[config.mk]
export PLATFORM = sky130hd
export DESIGN_NAME = csf_clock_ctrl
export DESIGN_NICKNAME = d
export VERILOG_FILES = /design/src/design/csf_pkg.sv /design/src/design/csf_clock_ctrl.sv
export SDC_FILE = /design/constraint.sdc
export NUM_CORES = 1
export LEC_CHECK = 0
export ABC_AREA = 0
export BUFFER_PORTS_ARGS = -buffer_cell sky130_fd_sc_hd__buf_4
export CAP_MARGIN = 20
export CORE_AREA = 2 2 95 97
export DETAILED_ROUTE_END_ITERATION = 8
export DIE_AREA = 0 0 97 99
export GPL_TIMING_DRIVEN = 0
export HOLD_SLACK_MARGIN = 0.12
export PLACE_DENSITY = 0.64
export SLEW_MARGIN = 0
export SYNTH_ARGS = -nofsm -noshare
export SYNTH_HDL_FRONTEND = slang
export SYNTH_SLANG_ARGS = --single-unit
[constraint.sdc]
create_clock -name pclk -period 2.1 [get_ports pclk]
set_input_delay 0 -clock pclk [delete_from_list [all_inputs] [get_ports pclk]]
set_output_delay 0 -clock pclk [all_outputs]
set_load 0.02 [all_outputs]
[src/design/csf_pkg.sv]
// Summary of operation
// RULE_01: Full-speed clock needs high-power external or fast crystal mode.
// RULE_02: Divider codes 00 to 11 divide the bus source by one to four.
// RULE_03: Division applies only with clock select 00; else undivided.
// RULE_04: Dual-speed start-up runs code from internal during start-up.
// RULE_05: Without dual-speed, crystal modes hold code for 1024 oscillations.
// RULE_06: When the start-up timer expires, return to the primary source.
// RULE_07: Dual-speed applies after power-on, powerup timer and wake-up.
// RULE_08: Start-up done status is 1 on primary, 0 on internal source.
// RULE_09: Monitor enabled by its config bit, in every external mode.
// RULE_10: Failure monitor stays inactive until the start-up timer expires.
// RULE_11: Monitor sample clock is the slow oscillator divided by 64.
// RULE_12: Detector latch set on external fall, cleared on sample rise.
// RULE_13: Failure when a whole sample half period has no primary low.
// RULE_14: On failure switch to an internal source and set the fail flag.
// RULE_15: Fail flag raises the interrupt only while its enable is set.
// RULE_16: After failure stay internal; never return automatically.
// RULE_17: Fallback internal source follows the internal frequency select.
// RULE_18: Reset or select high bit toggle clears fail-safe; timer restarts.
// RULE_19: Restart runs internal; on timeout clear fail-safe, go external.
// RULE_20: Fail flag may be cleared independently of the fail-safe state.
// RULE_21: Non-crystal modes skip the start-up timer; monitor active at once.
// RULE_22: Enabling the failure monitor also enables dual-speed start-up.
// RULE_23: Start-up timer counts 1024 oscillations; runs after resets, wakes.
// RULE_24: Fail flag stays set until written zero; hardware set wins.
package csf_pkg;

   // ==========================================================
   // Register map, byte addresses on the APB
   localparam logic [7:0] ADDR_CFG = 8'h00;
   localparam logic [7:0] ADDR_OSC = 8'h04;
   localparam logic [7:0] ADDR_IRQ_EN = 8'h08;
   localparam logic [7:0] ADDR_IRQ_FLAG = 8'h0c;
   localparam logic [7:0] ADDR_DIV = 8'h10;

   // Bit position of the enable and flag in their registers
   localparam int IRQ_BIT = 7;
   // Bit position of the select high bit in oscillator_control
   localparam int SEL_HIGH_BIT = 1;

   // ==========================================================
   // Reset values
   localparam logic [7:0] CFG_RESET = 8'h02;
   localparam logic [7:0] OSC_RESET = 8'h30;
   localparam logic [7:0] DIV_RESET = 8'h00;

   // ==========================================================
   // Primary clock configuration codes
   localparam logic [3:0] MODE_SLOW_XTAL = 4'h0;
   localparam logic [3:0] MODE_XTAL = 4'h1;
   localparam logic [3:0] MODE_FAST_XTAL = 4'h2;
   localparam logic [3:0] MODE_RES_CAP = 4'h3;
   localparam logic [3:0] MODE_EXT_HIGH = 4'h4;
   localparam logic [3:0] MODE_EXT_LOW = 4'h5;
   localparam logic [3:0] MODE_INT = 4'h8;
   localparam logic [3:0] MODE_INT_OUT = 4'h9;

   // ==========================================================
   // Counts
   localparam logic [10:0] SUT_COUNT = 11'h400;
   localparam logic [5:0] SAMPLE_RISE_AT = 6'h1f;
   localparam logic [5:0] SAMPLE_FALL_AT = 6'h3f;
   localparam logic [1:0] SEL_PRIMARY = 2'h0;

   // ==========================================================
   // Register layouts
   typedef struct packed {
      logic dual_speed_startup_enable;
      logic failsafe_monitor_enable;
      logic [1:0] spare;
      logic [3:0] primary_clock_config;
   } csf_cfg_t;

   typedef struct packed {
      logic spare_hi;
      logic [2:0] internal_freq_select;
      logic startup_done_status;
      logic spare_lo;
      logic [1:0] system_clock_select;
   } csf_osc_t;

   typedef struct packed {
      logic [3:0] spare;
      logic usb_full_speed_enable;
      logic bus_clock_prediv_select;
      logic [1:0] core_clock_divider;
   } csf_div_t;

   // Wake and restart events, one-cycle pulses
   typedef struct packed {
      logic brownout_reset;
      logic wake_from_sleep;
      logic powerup_timer_expired;
      logic oscillator_enable;
   } csf_evt_t;

   // Clock control outputs
   typedef struct packed {
      logic exec_hold;
      logic run_internal;
      logic [2:0] internal_source;
      logic sys_tick;
      logic usb_clk_enable;
      logic startup_done;
      logic failsafe_active;
      logic fail_irq;
   } csf_out_t;

   typedef enum logic [1:0] {
      CS_STARTUP,
      CS_PRIMARY,
      CS_FAILED
   } csf_state_t;

endpackage

[src/design/csf_clock_ctrl.sv]
`timescale 1ns/100ps
module csf_clock_ctrl (
   // Clock and reset
   input wire logic pclk,
   input wire logic presetn,
   // APB slave
   input wire logic psel,
   input wire logic penable,
   input wire logic pwrite,
   input wire logic [7:0] paddr,
   input wire logic [31:0] pwdata,
   output logic [31:0] prdata,
   output logic pready,
   output logic pslverr,
   // Clock sources, sampled levels
   input wire logic ext_clk,
   input wire logic slow_osc,
   // Restart events
   input wire csf_pkg::csf_evt_t evt,
   // Clock control outputs
   output csf_pkg::csf_out_t clk_out
);

   // ==========================================================
   // Register file
   csf_pkg::csf_cfg_t cfg, next_cfg;
   csf_pkg::csf_osc_t osc, next_osc;
   csf_pkg::csf_div_t divr, next_divr;
   logic irq_en, next_irq_en;
   logic flag, next_flag;
   logic [31:0] next_prdata;
   logic next_pready, next_pslverr;
   logic do_wr, mapped, sel_toggle, fail_det;
   logic [7:0] rd_byte;

   always_comb begin
      next_cfg = cfg;
      next_osc = osc;
      next_divr = divr;
      next_irq_en = irq_en;
      next_flag = flag;
      do_wr = psel & penable & pready & pwrite;
      mapped = (paddr == csf_pkg::ADDR_CFG) | (paddr == csf_pkg::ADDR_OSC)
         | (paddr == csf_pkg::ADDR_IRQ_EN) | (paddr == csf_pkg::ADDR_IRQ_FLAG)
         | (paddr == csf_pkg::ADDR_DIV);
      sel_toggle = do_wr & (paddr == csf_pkg::ADDR_OSC)
         & (pwdata[csf_pkg::SEL_HIGH_BIT]
            != osc.system_clock_select[csf_pkg::SEL_HIGH_BIT]);
      if (do_wr) begin
         case (paddr)
            csf_pkg::ADDR_CFG: next_cfg = pwdata[7:0];
            csf_pkg::ADDR_OSC: begin
               next_osc.internal_freq_select = pwdata[6:4];
               next_osc.system_clock_select = pwdata[1:0];
            end
            csf_pkg::ADDR_IRQ_EN: next_irq_en = pwdata[csf_pkg::IRQ_BIT];
            csf_pkg::ADDR_IRQ_FLAG: begin
               // Writing zero clears, writing one leaves as is
               if (!pwdata[csf_pkg::IRQ_BIT]) begin
                  next_flag = 1'b0; // see RULE_24 see RULE_20
               end
            end
            csf_pkg::ADDR_DIV: next_divr = pwdata[7:0];
            default: ;
         endcase
      end
      if (fail_det) begin
         next_flag = 1'b1; // see RULE_14 see RULE_24
      end
      case (paddr)
         csf_pkg::ADDR_CFG: rd_byte = cfg;
         csf_pkg::ADDR_OSC: rd_byte = osc;
         csf_pkg::ADDR_IRQ_EN: rd_byte = {irq_en, 7'h00};
         csf_pkg::ADDR_IRQ_FLAG: rd_byte = {flag, 7'h00};
         csf_pkg::ADDR_DIV: rd_byte = divr;
         default: rd_byte = 8'h00;
      endcase
      next_pready = psel & penable & ~pready;
      next_pslverr = psel & penable & ~pready & ~mapped;
      next_prdata = (psel & penable & ~pready & ~pwrite)
         ? {24'h000000, rd_byte} : 32'h00000000;
   end

   // ==========================================================
   // Sampling of the primary and slow internal oscillators
   logic ext_q, next_ext_q, slow_q, next_slow_q;
   logic [5:0] samp_cnt, next_samp_cnt;
   logic latch, next_latch, armed, next_armed;
   logic ext_fall, slow_rise, samp_rise, samp_fall, monitor_on;
   logic external_mode, uses_sut;
   csf_pkg::csf_state_t state, next_state;

   always_comb begin
      ext_fall = ext_q & ~ext_clk;
      slow_rise = ~slow_q & slow_osc;
      next_ext_q = ext_clk;
      next_slow_q = slow_osc;
      // Sample clock is the top bit of a divide-by-64 counter
      next_samp_cnt = slow_rise ? samp_cnt + 6'h01 : samp_cnt; // see RULE_11
      samp_rise = slow_rise & (samp_cnt == csf_pkg::SAMPLE_RISE_AT);
      samp_fall = slow_rise & (samp_cnt == csf_pkg::SAMPLE_FALL_AT);
      external_mode = (cfg.primary_clock_config != csf_pkg::MODE_INT)
         & (cfg.primary_clock_config != csf_pkg::MODE_INT_OUT);
      uses_sut = (cfg.primary_clock_config == csf_pkg::MODE_SLOW_XTAL)
         | (cfg.primary_clock_config == csf_pkg::MODE_XTAL) // see RULE_21
         | (cfg.primary_clock_config == csf_pkg::MODE_FAST_XTAL);
      monitor_on = cfg.failsafe_monitor_enable & external_mode // see RULE_09
         & (state == csf_pkg::CS_PRIMARY); // see RULE_10
      // Set wins over clear when both edges meet
      next_latch = latch;
      if (samp_rise) begin
         next_latch = 1'b0; // see RULE_12
      end
      if (ext_fall) begin
         next_latch = 1'b1; // see RULE_12
      end
      // Armed only after a full rising edge, so a half period is whole
      next_armed = armed;
      if (!monitor_on) begin
         next_armed = 1'b0;
      end else if (samp_rise) begin
         next_armed = 1'b1;
      end
      fail_det = monitor_on & armed & samp_fall
         & ~latch & ~ext_fall; // see RULE_13
   end

   // ==========================================================
   // Start-up timer and source state machine
   logic [10:0] sut_cnt, next_sut_cnt;
   logic fs_cond, next_fs_cond;
   logic restart, sut_done;

   always_comb begin
      next_state = state;
      next_sut_cnt = sut_cnt;
      next_fs_cond = fs_cond;
      sut_done = (sut_cnt == csf_pkg::SUT_COUNT);
      restart = evt.brownout_reset | evt.wake_from_sleep
         | evt.powerup_timer_expired | evt.oscillator_enable // see RULE_23
         | (sel_toggle & fs_cond); // see RULE_18
      case (state)
         csf_pkg::CS_STARTUP: begin
            if (ext_fall && !sut_done) begin
               next_sut_cnt = sut_cnt + 11'h001; // see RULE_23
            end
            if (!uses_sut || sut_done) begin
               next_state = csf_pkg::CS_PRIMARY; // see RULE_06
               next_fs_cond = 1'b0; // see RULE_19
               next_sut_cnt = 11'h000;
            end
         end
         csf_pkg::CS_PRIMARY: begin
            if (fail_det) begin
               next_state = csf_pkg::CS_FAILED; // see RULE_14
               next_fs_cond = 1'b1;
            end
         end
         csf_pkg::CS_FAILED: begin
            next_state = csf_pkg::CS_FAILED; // see RULE_16
         end
         default: next_state = csf_pkg::CS_STARTUP;
      endcase
      if (restart) begin
         next_state = csf_pkg::CS_STARTUP; // see RULE_07 see RULE_18
         next_sut_cnt = 11'h000;
      end
      if (evt.brownout_reset) begin
         next_fs_cond = 1'b0; // see RULE_18
      end
   end

   // ==========================================================
   // Output stage
   logic dual, irq_want, on_primary;
   logic [1:0] div_cnt, next_div_cnt;
   csf_pkg::csf_out_t next_out;

   always_comb begin
      dual = cfg.dual_speed_startup_enable
         | cfg.failsafe_monitor_enable; // see RULE_22
      irq_want = flag & irq_en;
      on_primary = (state == csf_pkg::CS_PRIMARY);
      next_out.run_internal = (state == csf_pkg::CS_FAILED) // see RULE_14
         | ((state == csf_pkg::CS_STARTUP) & uses_sut
            & (dual | fs_cond)); // see RULE_04 see RULE_19
      next_out.exec_hold = (state == csf_pkg::CS_STARTUP) & uses_sut
         & ~dual & ~fs_cond; // see RULE_05
      next_out.internal_source = osc.internal_freq_select; // see RULE_17
      next_out.startup_done = on_primary; // see RULE_08
      next_out.failsafe_active = fs_cond;
      next_out.fail_irq = irq_want; // see RULE_15
      next_out.usb_clk_enable = on_primary // see RULE_01
         & divr.usb_full_speed_enable
         & ((cfg.primary_clock_config == csf_pkg::MODE_EXT_HIGH)
            | (cfg.primary_clock_config == csf_pkg::MODE_FAST_XTAL));
      // Divider only while the primary source drives with select 00
      if ((osc.system_clock_select == csf_pkg::SEL_PRIMARY)
            && on_primary) begin // see RULE_03
         next_out.sys_tick = (div_cnt == divr.core_clock_divider);
         next_div_cnt = next_out.sys_tick
            ? 2'h0 : div_cnt + 2'h1; // see RULE_02
      end else begin
         next_out.sys_tick = 1'b1;
         next_div_cnt = 2'h0;
      end
   end

   // ==========================================================
   // State registers
   always_ff @(posedge pclk or negedge presetn) begin
      if (!presetn) begin
         cfg <= csf_pkg::CFG_RESET;
         osc <= csf_pkg::OSC_RESET;
         divr <= csf_pkg::DIV_RESET;
         irq_en <= 1'b0;
         flag <= 1'b0;
         prdata <= 32'h00000000;
         pready <= 1'b0;
         pslverr <= 1'b0;
         ext_q <= 1'b0;
         // High, so an oscillator already high gives no false rise
         slow_q <= 1'b1;
         samp_cnt <= 6'h00;
         latch <= 1'b0;
         armed <= 1'b0;
         state <= csf_pkg::CS_STARTUP;
         sut_cnt <= 11'h000;
         fs_cond <= 1'b0;
         div_cnt <= 2'h0;
         clk_out <= '0;
      end else begin
         cfg <= next_cfg;
         osc <= {next_osc[7:4], on_primary, next_osc[2:0]};
         divr <= next_divr;
         irq_en <= next_irq_en;
         flag <= next_flag;
         prdata <= next_prdata;
         pready <= next_pready;
         pslverr <= next_pslverr;
         ext_q <= next_ext_q;
         slow_q <= next_slow_q;
         samp_cnt <= next_samp_cnt;
         latch <= next_latch;
         armed <= next_armed;
         state <= next_state;
         sut_cnt <= next_sut_cnt;
         fs_cond <= next_fs_cond;
         div_cnt <= next_div_cnt;
         clk_out <= next_out;
      end
   end
endmodule

Word-level counts from Yosys, hierarchy flattened
Index checks and enable logic that the tools add are counted.
{"block": "totals", "reg_bits": 69, "output_inout_bits": 44, "mem_bits_ro": 0, "mem_bits_rw": 0, "latchBits": 0, "mem_count": 0, "word_cells": 155}
{"block": "classes", "n_div": 0, "bitwise_logic": 50, "addsub": 3, "n_eq_ne": 22, "multipliers": 0, "n_lt_le_gt_ge": 0, "n_shift": 0, "mux": 25, "reduce_logical": 23}
{"cell": "11-bit two-way mux", "n": 4}
{"cell": "8-bit one-hot mux with 5 select lines", "n": 1}
{"cell": "1-bit AND", "n": 27}
{"cell": "8-bit by 4-bit == test with 1-bit output, second input constant", "n": 2}
{"cell": "1-bit OR", "n": 14}
{"cell": "1-bit two-way mux", "n": 12}
{"cell": "3-bit != test, second input constant", "n": 4}
{"cell": "2-bit AND reduction", "n": 6}
{"cell": "11-bit by 1-bit adder with 11-bit output, second input constant", "n": 1}
{"cell": "11-bit == test, second input constant", "n": 1}
{"cell": "2-bit two-way mux", "n": 5}
{"cell": "1-bit inverter", "n": 9}
{"cell": "8-bit by 3-bit == test with 1-bit output, second input constant", "n": 1}
{"cell": "8-bit by 5-bit == test with 1-bit output, second input constant", "n": 1}
{"cell": "8-bit logical NOT", "n": 1}
{"cell": "8-bit two-way mux", "n": 1}
{"cell": "4-bit != test, second input constant", "n": 2}
{"cell": "2-bit nonzero test", "n": 4}
{"cell": "6-bit by 1-bit adder with 6-bit output, second input constant", "n": 1}
{"cell": "6-bit by 5-bit == test with 1-bit output, second input constant", "n": 1}
{"cell": "6-bit == test, second input constant", "n": 1}
{"cell": "2-bit one-hot mux with 3 select lines", "n": 1}
{"cell": "3-bit AND reduction", "n": 2}
{"cell": "3-bit nonzero test", "n": 2}
{"cell": "16 further kinds", "n": 19}

Depth between registers and ports, before layout
{"block": "logic_depth", "depth_word": 11, "mapped_depth": 7, "depth_no_buf": 6}

Worst setup path after synthesis
Ideal clock, no wire load.
{"block": "synth_timing", "path_kind": "register to register", "from": "register pready", "to": "register osc (netlist bit next_out[7])", "setup_slack_ps": 466, "path_stages_with_launch": 4, "period_less_slack_ps": 1634, "required_time_ps": 1975, "setup_time_ps": 125, "n_path_buf": 0, "arrival_ps": 1509, "path_cell_list": "dfrtp_1 -> nand4_1 -> nor4_4 -> mux2_2"}
{"block": "synth_between", "elab_chain_len": 3}
{"element": "start: declaration", "line": "csf_clock_ctrl.sv:13", "rtl": "output logic pready,"}
{"element": "start signal: assignment", "line": "csf_clock_ctrl.sv:239", "rtl": "pready <= next_pready;"}
{"element": "1-bit AND (2 in a row)", "line": "csf_clock_ctrl.sv:42", "rtl": "do_wr = psel & penable & pready & pwrite;"}
{"element": "2-bit AND reduction (no line)"}
{"element": "end signal: assignment", "line": "csf_clock_ctrl.sv:214", "rtl": "osc <= csf_pkg::OSC_RESET;"}
{"element": "end signal: assignment", "line": "csf_clock_ctrl.sv:234", "rtl": "osc <= {next_osc[7:4], on_primary, next_osc[2:0]};"}
{"element": "end: declaration", "line": "csf_clock_ctrl.sv:27", "rtl": "csf_pkg::csf_osc_t osc, next_osc;"}
No other way between the ends.
A chain may end at the register's enable or synchronous reset.

Final worst setup path
{"block": "layout_timing", "from": "input paddr[4]", "to": "register sut_cnt[9]"}
{"block": "layout_between", "elab_chain_len": 7, "word_cells_on_any_way": 9, "classes_between": "eq/ne: 1; mux: 1; bitwise: 4; reduce/logical: 3"}
{"element": "start: declaration", "line": "csf_clock_ctrl.sv:10", "rtl": "input wire logic [7:0] paddr,"}
{"element": "8-bit by 3-bit == test with 1-bit output *", "line": "csf_clock_ctrl.sv:46", "rtl": "sel_toggle = do_wr & (paddr == csf_pkg::ADDR_OSC)"}
{"element": "1-bit AND *", "line": "csf_clock_ctrl.sv:46"}
{"element": "1-bit AND *", "line": "csf_clock_ctrl.sv:47", "rtl": "& (pwdata[csf_pkg::SEL_HIGH_BIT]"}
{"element": "1-bit AND *", "line": "csf_clock_ctrl.sv:141", "rtl": "| (sel_toggle & fs_cond);"}
{"element": "1-bit OR *", "line": "csf_clock_ctrl.sv:141"}
{"element": "3-bit nonzero test (no line) / 2-bit nonzero test (equally long branches)"}
{"element": "2-bit AND reduction (no line)"}
{"element": "end signal: assignment", "line": "csf_clock_ctrl.sv:247", "rtl": "sut_cnt <= next_sut_cnt;"}
{"element": "end: declaration", "line": "csf_clock_ctrl.sv:130", "rtl": "logic [10:0] sut_cnt, next_sut_cnt;"}
Mark *: on every way between the ends. The rest lies on a longest branch, timed or not.

==> metrics list <==
- Die H: 99 um
* Global-route track usage on met1: 19.64%
* Count of endpoints failing setup in the final report: 0
- Area of all placed cells without fillers: 4352 sq um
- Remaining global-route overflow: 0
* Startpoint Class: input pin
- The netlist uses 53 different library cells.
* Sequential area share after synthesis: 51.49%
- Setup slack, reg-to-reg: 190 ps
* Outcome: completed
- The library cell used most frequently in the layout, excluding fill and tap cells, is buf_4.
* Core ar.: 8551 sq um
* Crit path to: sut_cnt[9]
- In this run the power density over the cells is 673.3 nW/um^2.
* Number of cells produced by synthesis: 300
- After synthesis the netlist holds a flip-flop and latch count of 69.
- Buffers placed on the I/O ports in this run total 45.
- In this run, placement finished with an instance count of 476.
- Clock latency on the worst-skew pair, taken at its later pin, is 340 ps.
* Die span in x: 97 um
- TritonCTS clock tree: yes
- Number of search-and-repair iterations in the first detailed-routing pass: 6
* Synth warnings: 0
* Met3 Usage GRT: 3.901%
- Weighted congestion at the end of routability-driven global placement: 0.7881
* Critical path endpoint category: register
- Most crowded layer after global routing: met2
* Synthesized area: 3363 sq um
- Final count of hold timing violations: 0
- Leakage power figure: 2.109 nW
* Total negative slack: 0 ps
* Worst min-delay path category: input pin to register
- Ports placed on the boundary: 95
- Between clock sinks in the finished design, the worst skew comes to 8.789 ps.
* # nets final: 457
- Count of vias placed by the detailed router: 2509
- The floorplan step defined a die boundary enclosing 9603 sq um.
* Critical Setup Path Class: input pin to register
- Average wire per standard cell: 13.77 um
* RSZ-0062 raised after global routing: no
* Worst Path Max Fanout: 9
* Count of cells along the worst register-to-register path: 6
- Counting along the longest clock path gives a buffer depth of 2.
- The clock period could shrink to 1924 ps.
* Startpoint of the most critical register-to-register path: state[0]
- In the routed design, unresolved DRC markers number 0.
- Measured against its own limit, the worst slew margin works out to 43.33%.
* Maximum number of pins on one net before global-route repair: 70
- In this run, the number of DRC markers left after iteration 0 of detailed routing was 76.
- Clock-pin slew was measured on the worst setup and hold paths at 80 ps.
* Arrival @ worst endpoint: 2110 ps
- Once placement finished, the instance area stood at 3923 sq um.
* Average footprint of a synthesized cell: 11.21 sq um
- Global routing used 15.57% of the available tracks across all layers.
- Antenna violations before repair: 0
- In this run, CTS created clock tree buffers numbering 9.
- Leading register cell type out of synthesis: dfrtp_1
- Clock sink count: 69
- Antenna Cells: 0
- Yosys mapped a number of flops with a built-in enable equal to 0.
- The finished layout holds 513 standard cells, fillers aside.
- Max-cap violations: 0
- Met2 Track Usage GR: 26.18%
- The tree is rooted in a clkbuf_8.
* Initial Util: 39.33%
* Final worst path period share: 91.63%
- Util after Layout: 50.89%
* Crit path from: paddr[4]
- The final layout contains routed wiring with a total length of 7.063 mm.
- The first global-routing pass estimated 12.03 mm of wire.
- Leaving out fill and tap cells, the most frequent cells in the layout are buf_4 (71), dfrtp_1 (65), nor2_1 (27), mux2_2 (24), conb_1 (24).
* Share of cells above drive strength 1: 32.10%
- Worst Tran Pin Value: 850.1 ps
- Number of global-route vias before repair: 2464
- At the worst endpoint, the required time is 2280 ps.
* Growth of design area from synthesis to finish: 29.39%
- IR Drop Worst-Case VDD: 452.9 uV
- Synth async-reset ratio: 100.0%
* Number of nets with antenna violations after routing: 0
* Placed wire-length estimate: 4.820 mm
- CTS H-Tree Depth: 3
* Reg2Reg Capture Point: sut_cnt[9]
* Routed vias/inst: 4.891
- Standard-cell row count: 34
- Maximum clock frequency: 519.7 MHz
- The final count of pins violating max slew is 0.
[worst min-delay path by stage]
stage / endpoint / startpoint / slack (ps) / cells after the start
after floorplan: armed / presetn / -300 / 0
after detailed placement: slow_q / slow_osc / 130 / 1
final: prdata[5] / pwrite / 140 / 4
after global placement: slow_q / slow_osc / 130 / 1
after global routing: state[0] / evt[0] / 170 / 4
after CTS: prdata[5] / pwrite / 120 / 4
[timing repair]
action                     4_1_cts  5_1_grt
setup buffers                    0        1
resized for setup                0        1
setup endpoints to repair        0        5
hold buffers                    20        0
hold endpoints to repair        96        0
[worst max-delay path: stages]
cell and delay, ps:
dlygate4sd3_1 540, clkbuf_1 210, or3b_2 520, nor4_4 270, buf_4 220, a21o_1 270, a311oi_1 80
[final cells by class]
| class | count | area [sq um] |
|---|---|---|
| Buffer | 31 | 211.5 |
| Clock buffer | 10 | 127.6 |
| Clock inverter | 6 | 87.58 |
| Fill cell | 796 | 4199 |
| Inverter | 9 | 33.78 |
| Multi-Input combinational cell | 214 | 1479 |
| Sequential cell | 69 | 1732 |
| Tap cell | 108 | 135.1 |
| Timing Repair Buffer | 66 | 545.5 |
[metrics by stage]
stage,hold slack [ps],power [mW],setup slack [ps]
4_1_cts,120.7,2.967,71.62
3_3_place_gp,128.1,1.746,183.8
6_report,138.6,2.930,175.7
2_1_floorplan,-295.6,1.647,466.2
3_5_place_dp,130.6,1.757,165.0
5_1_grt,167.8,3.062,33.56
[per-layer routing]
metal  wire length (um)  part of all wire, %  vias to the layer above
met2               3450                   49                       68
met5                  0                    0                        -
met4                 93                  1.3                        0
met1               3144                   45                     1204
met3                375                  5.3                        9
li1                   -                    -                     1228
[registers in the layout (all words and copies together) (netlist names)]
signal / flops
pready: 1
divr: 8
next_out: 3
sut_cnt: 11
irq_en: 1
ext_q: 1
osc: 2
slow_q: 1
samp_cnt: 6
armed: 1
next_osc: 1
clk_out: 9
latch: 1
prdata: 8
fs_cond: 1
flag: 1
div_cnt: 2
state: 2
cfg: 8
pslverr: 1
[synthesized netlist by cell type, drive strengths merged, types with 5 or more instances]
cell type | instances | area share (%)
dfrtp | 65 | 48
o21ai | 6 | 0.89
mux2 | 24 | 8.0
a21oi | 7 | 1.2
clkbuf | 5 | 0.56
nand2 | 20 | 2.2
mux2i | 8 | 2.4
nor4 | 7 | 1.7
ha | 6 | 2.2
buf | 26 | 5.7
inv | 9 | 1.0
nor2 | 29 | 3.7
nand3 | 7 | 1.2
a2bb2oi | 6 | 1.6
nor3 | 6 | 0.89
xor2 | 5 | 1.3
xnor2 | 5 | 1.3
[cells by family after synthesis]
kind of cell               share of synthesized area [%]
buffers and inverters                              7.292
adders and majority gates                          2.232
muxes                                              10.42
and+or+nand+nor                                    14.51
AOI/OAI and AO/OA                                  11.35
xor gates and xnor gates                           2.604
other                                             0.1115
DFF                                                51.49
[power breakdown]
part           switching [mW]  internal (mW)
Sequential             0.0540           1.39
Combinational           0.157          0.154
Clock                   0.504          0.669
Power figures use the tool's default switching activity.
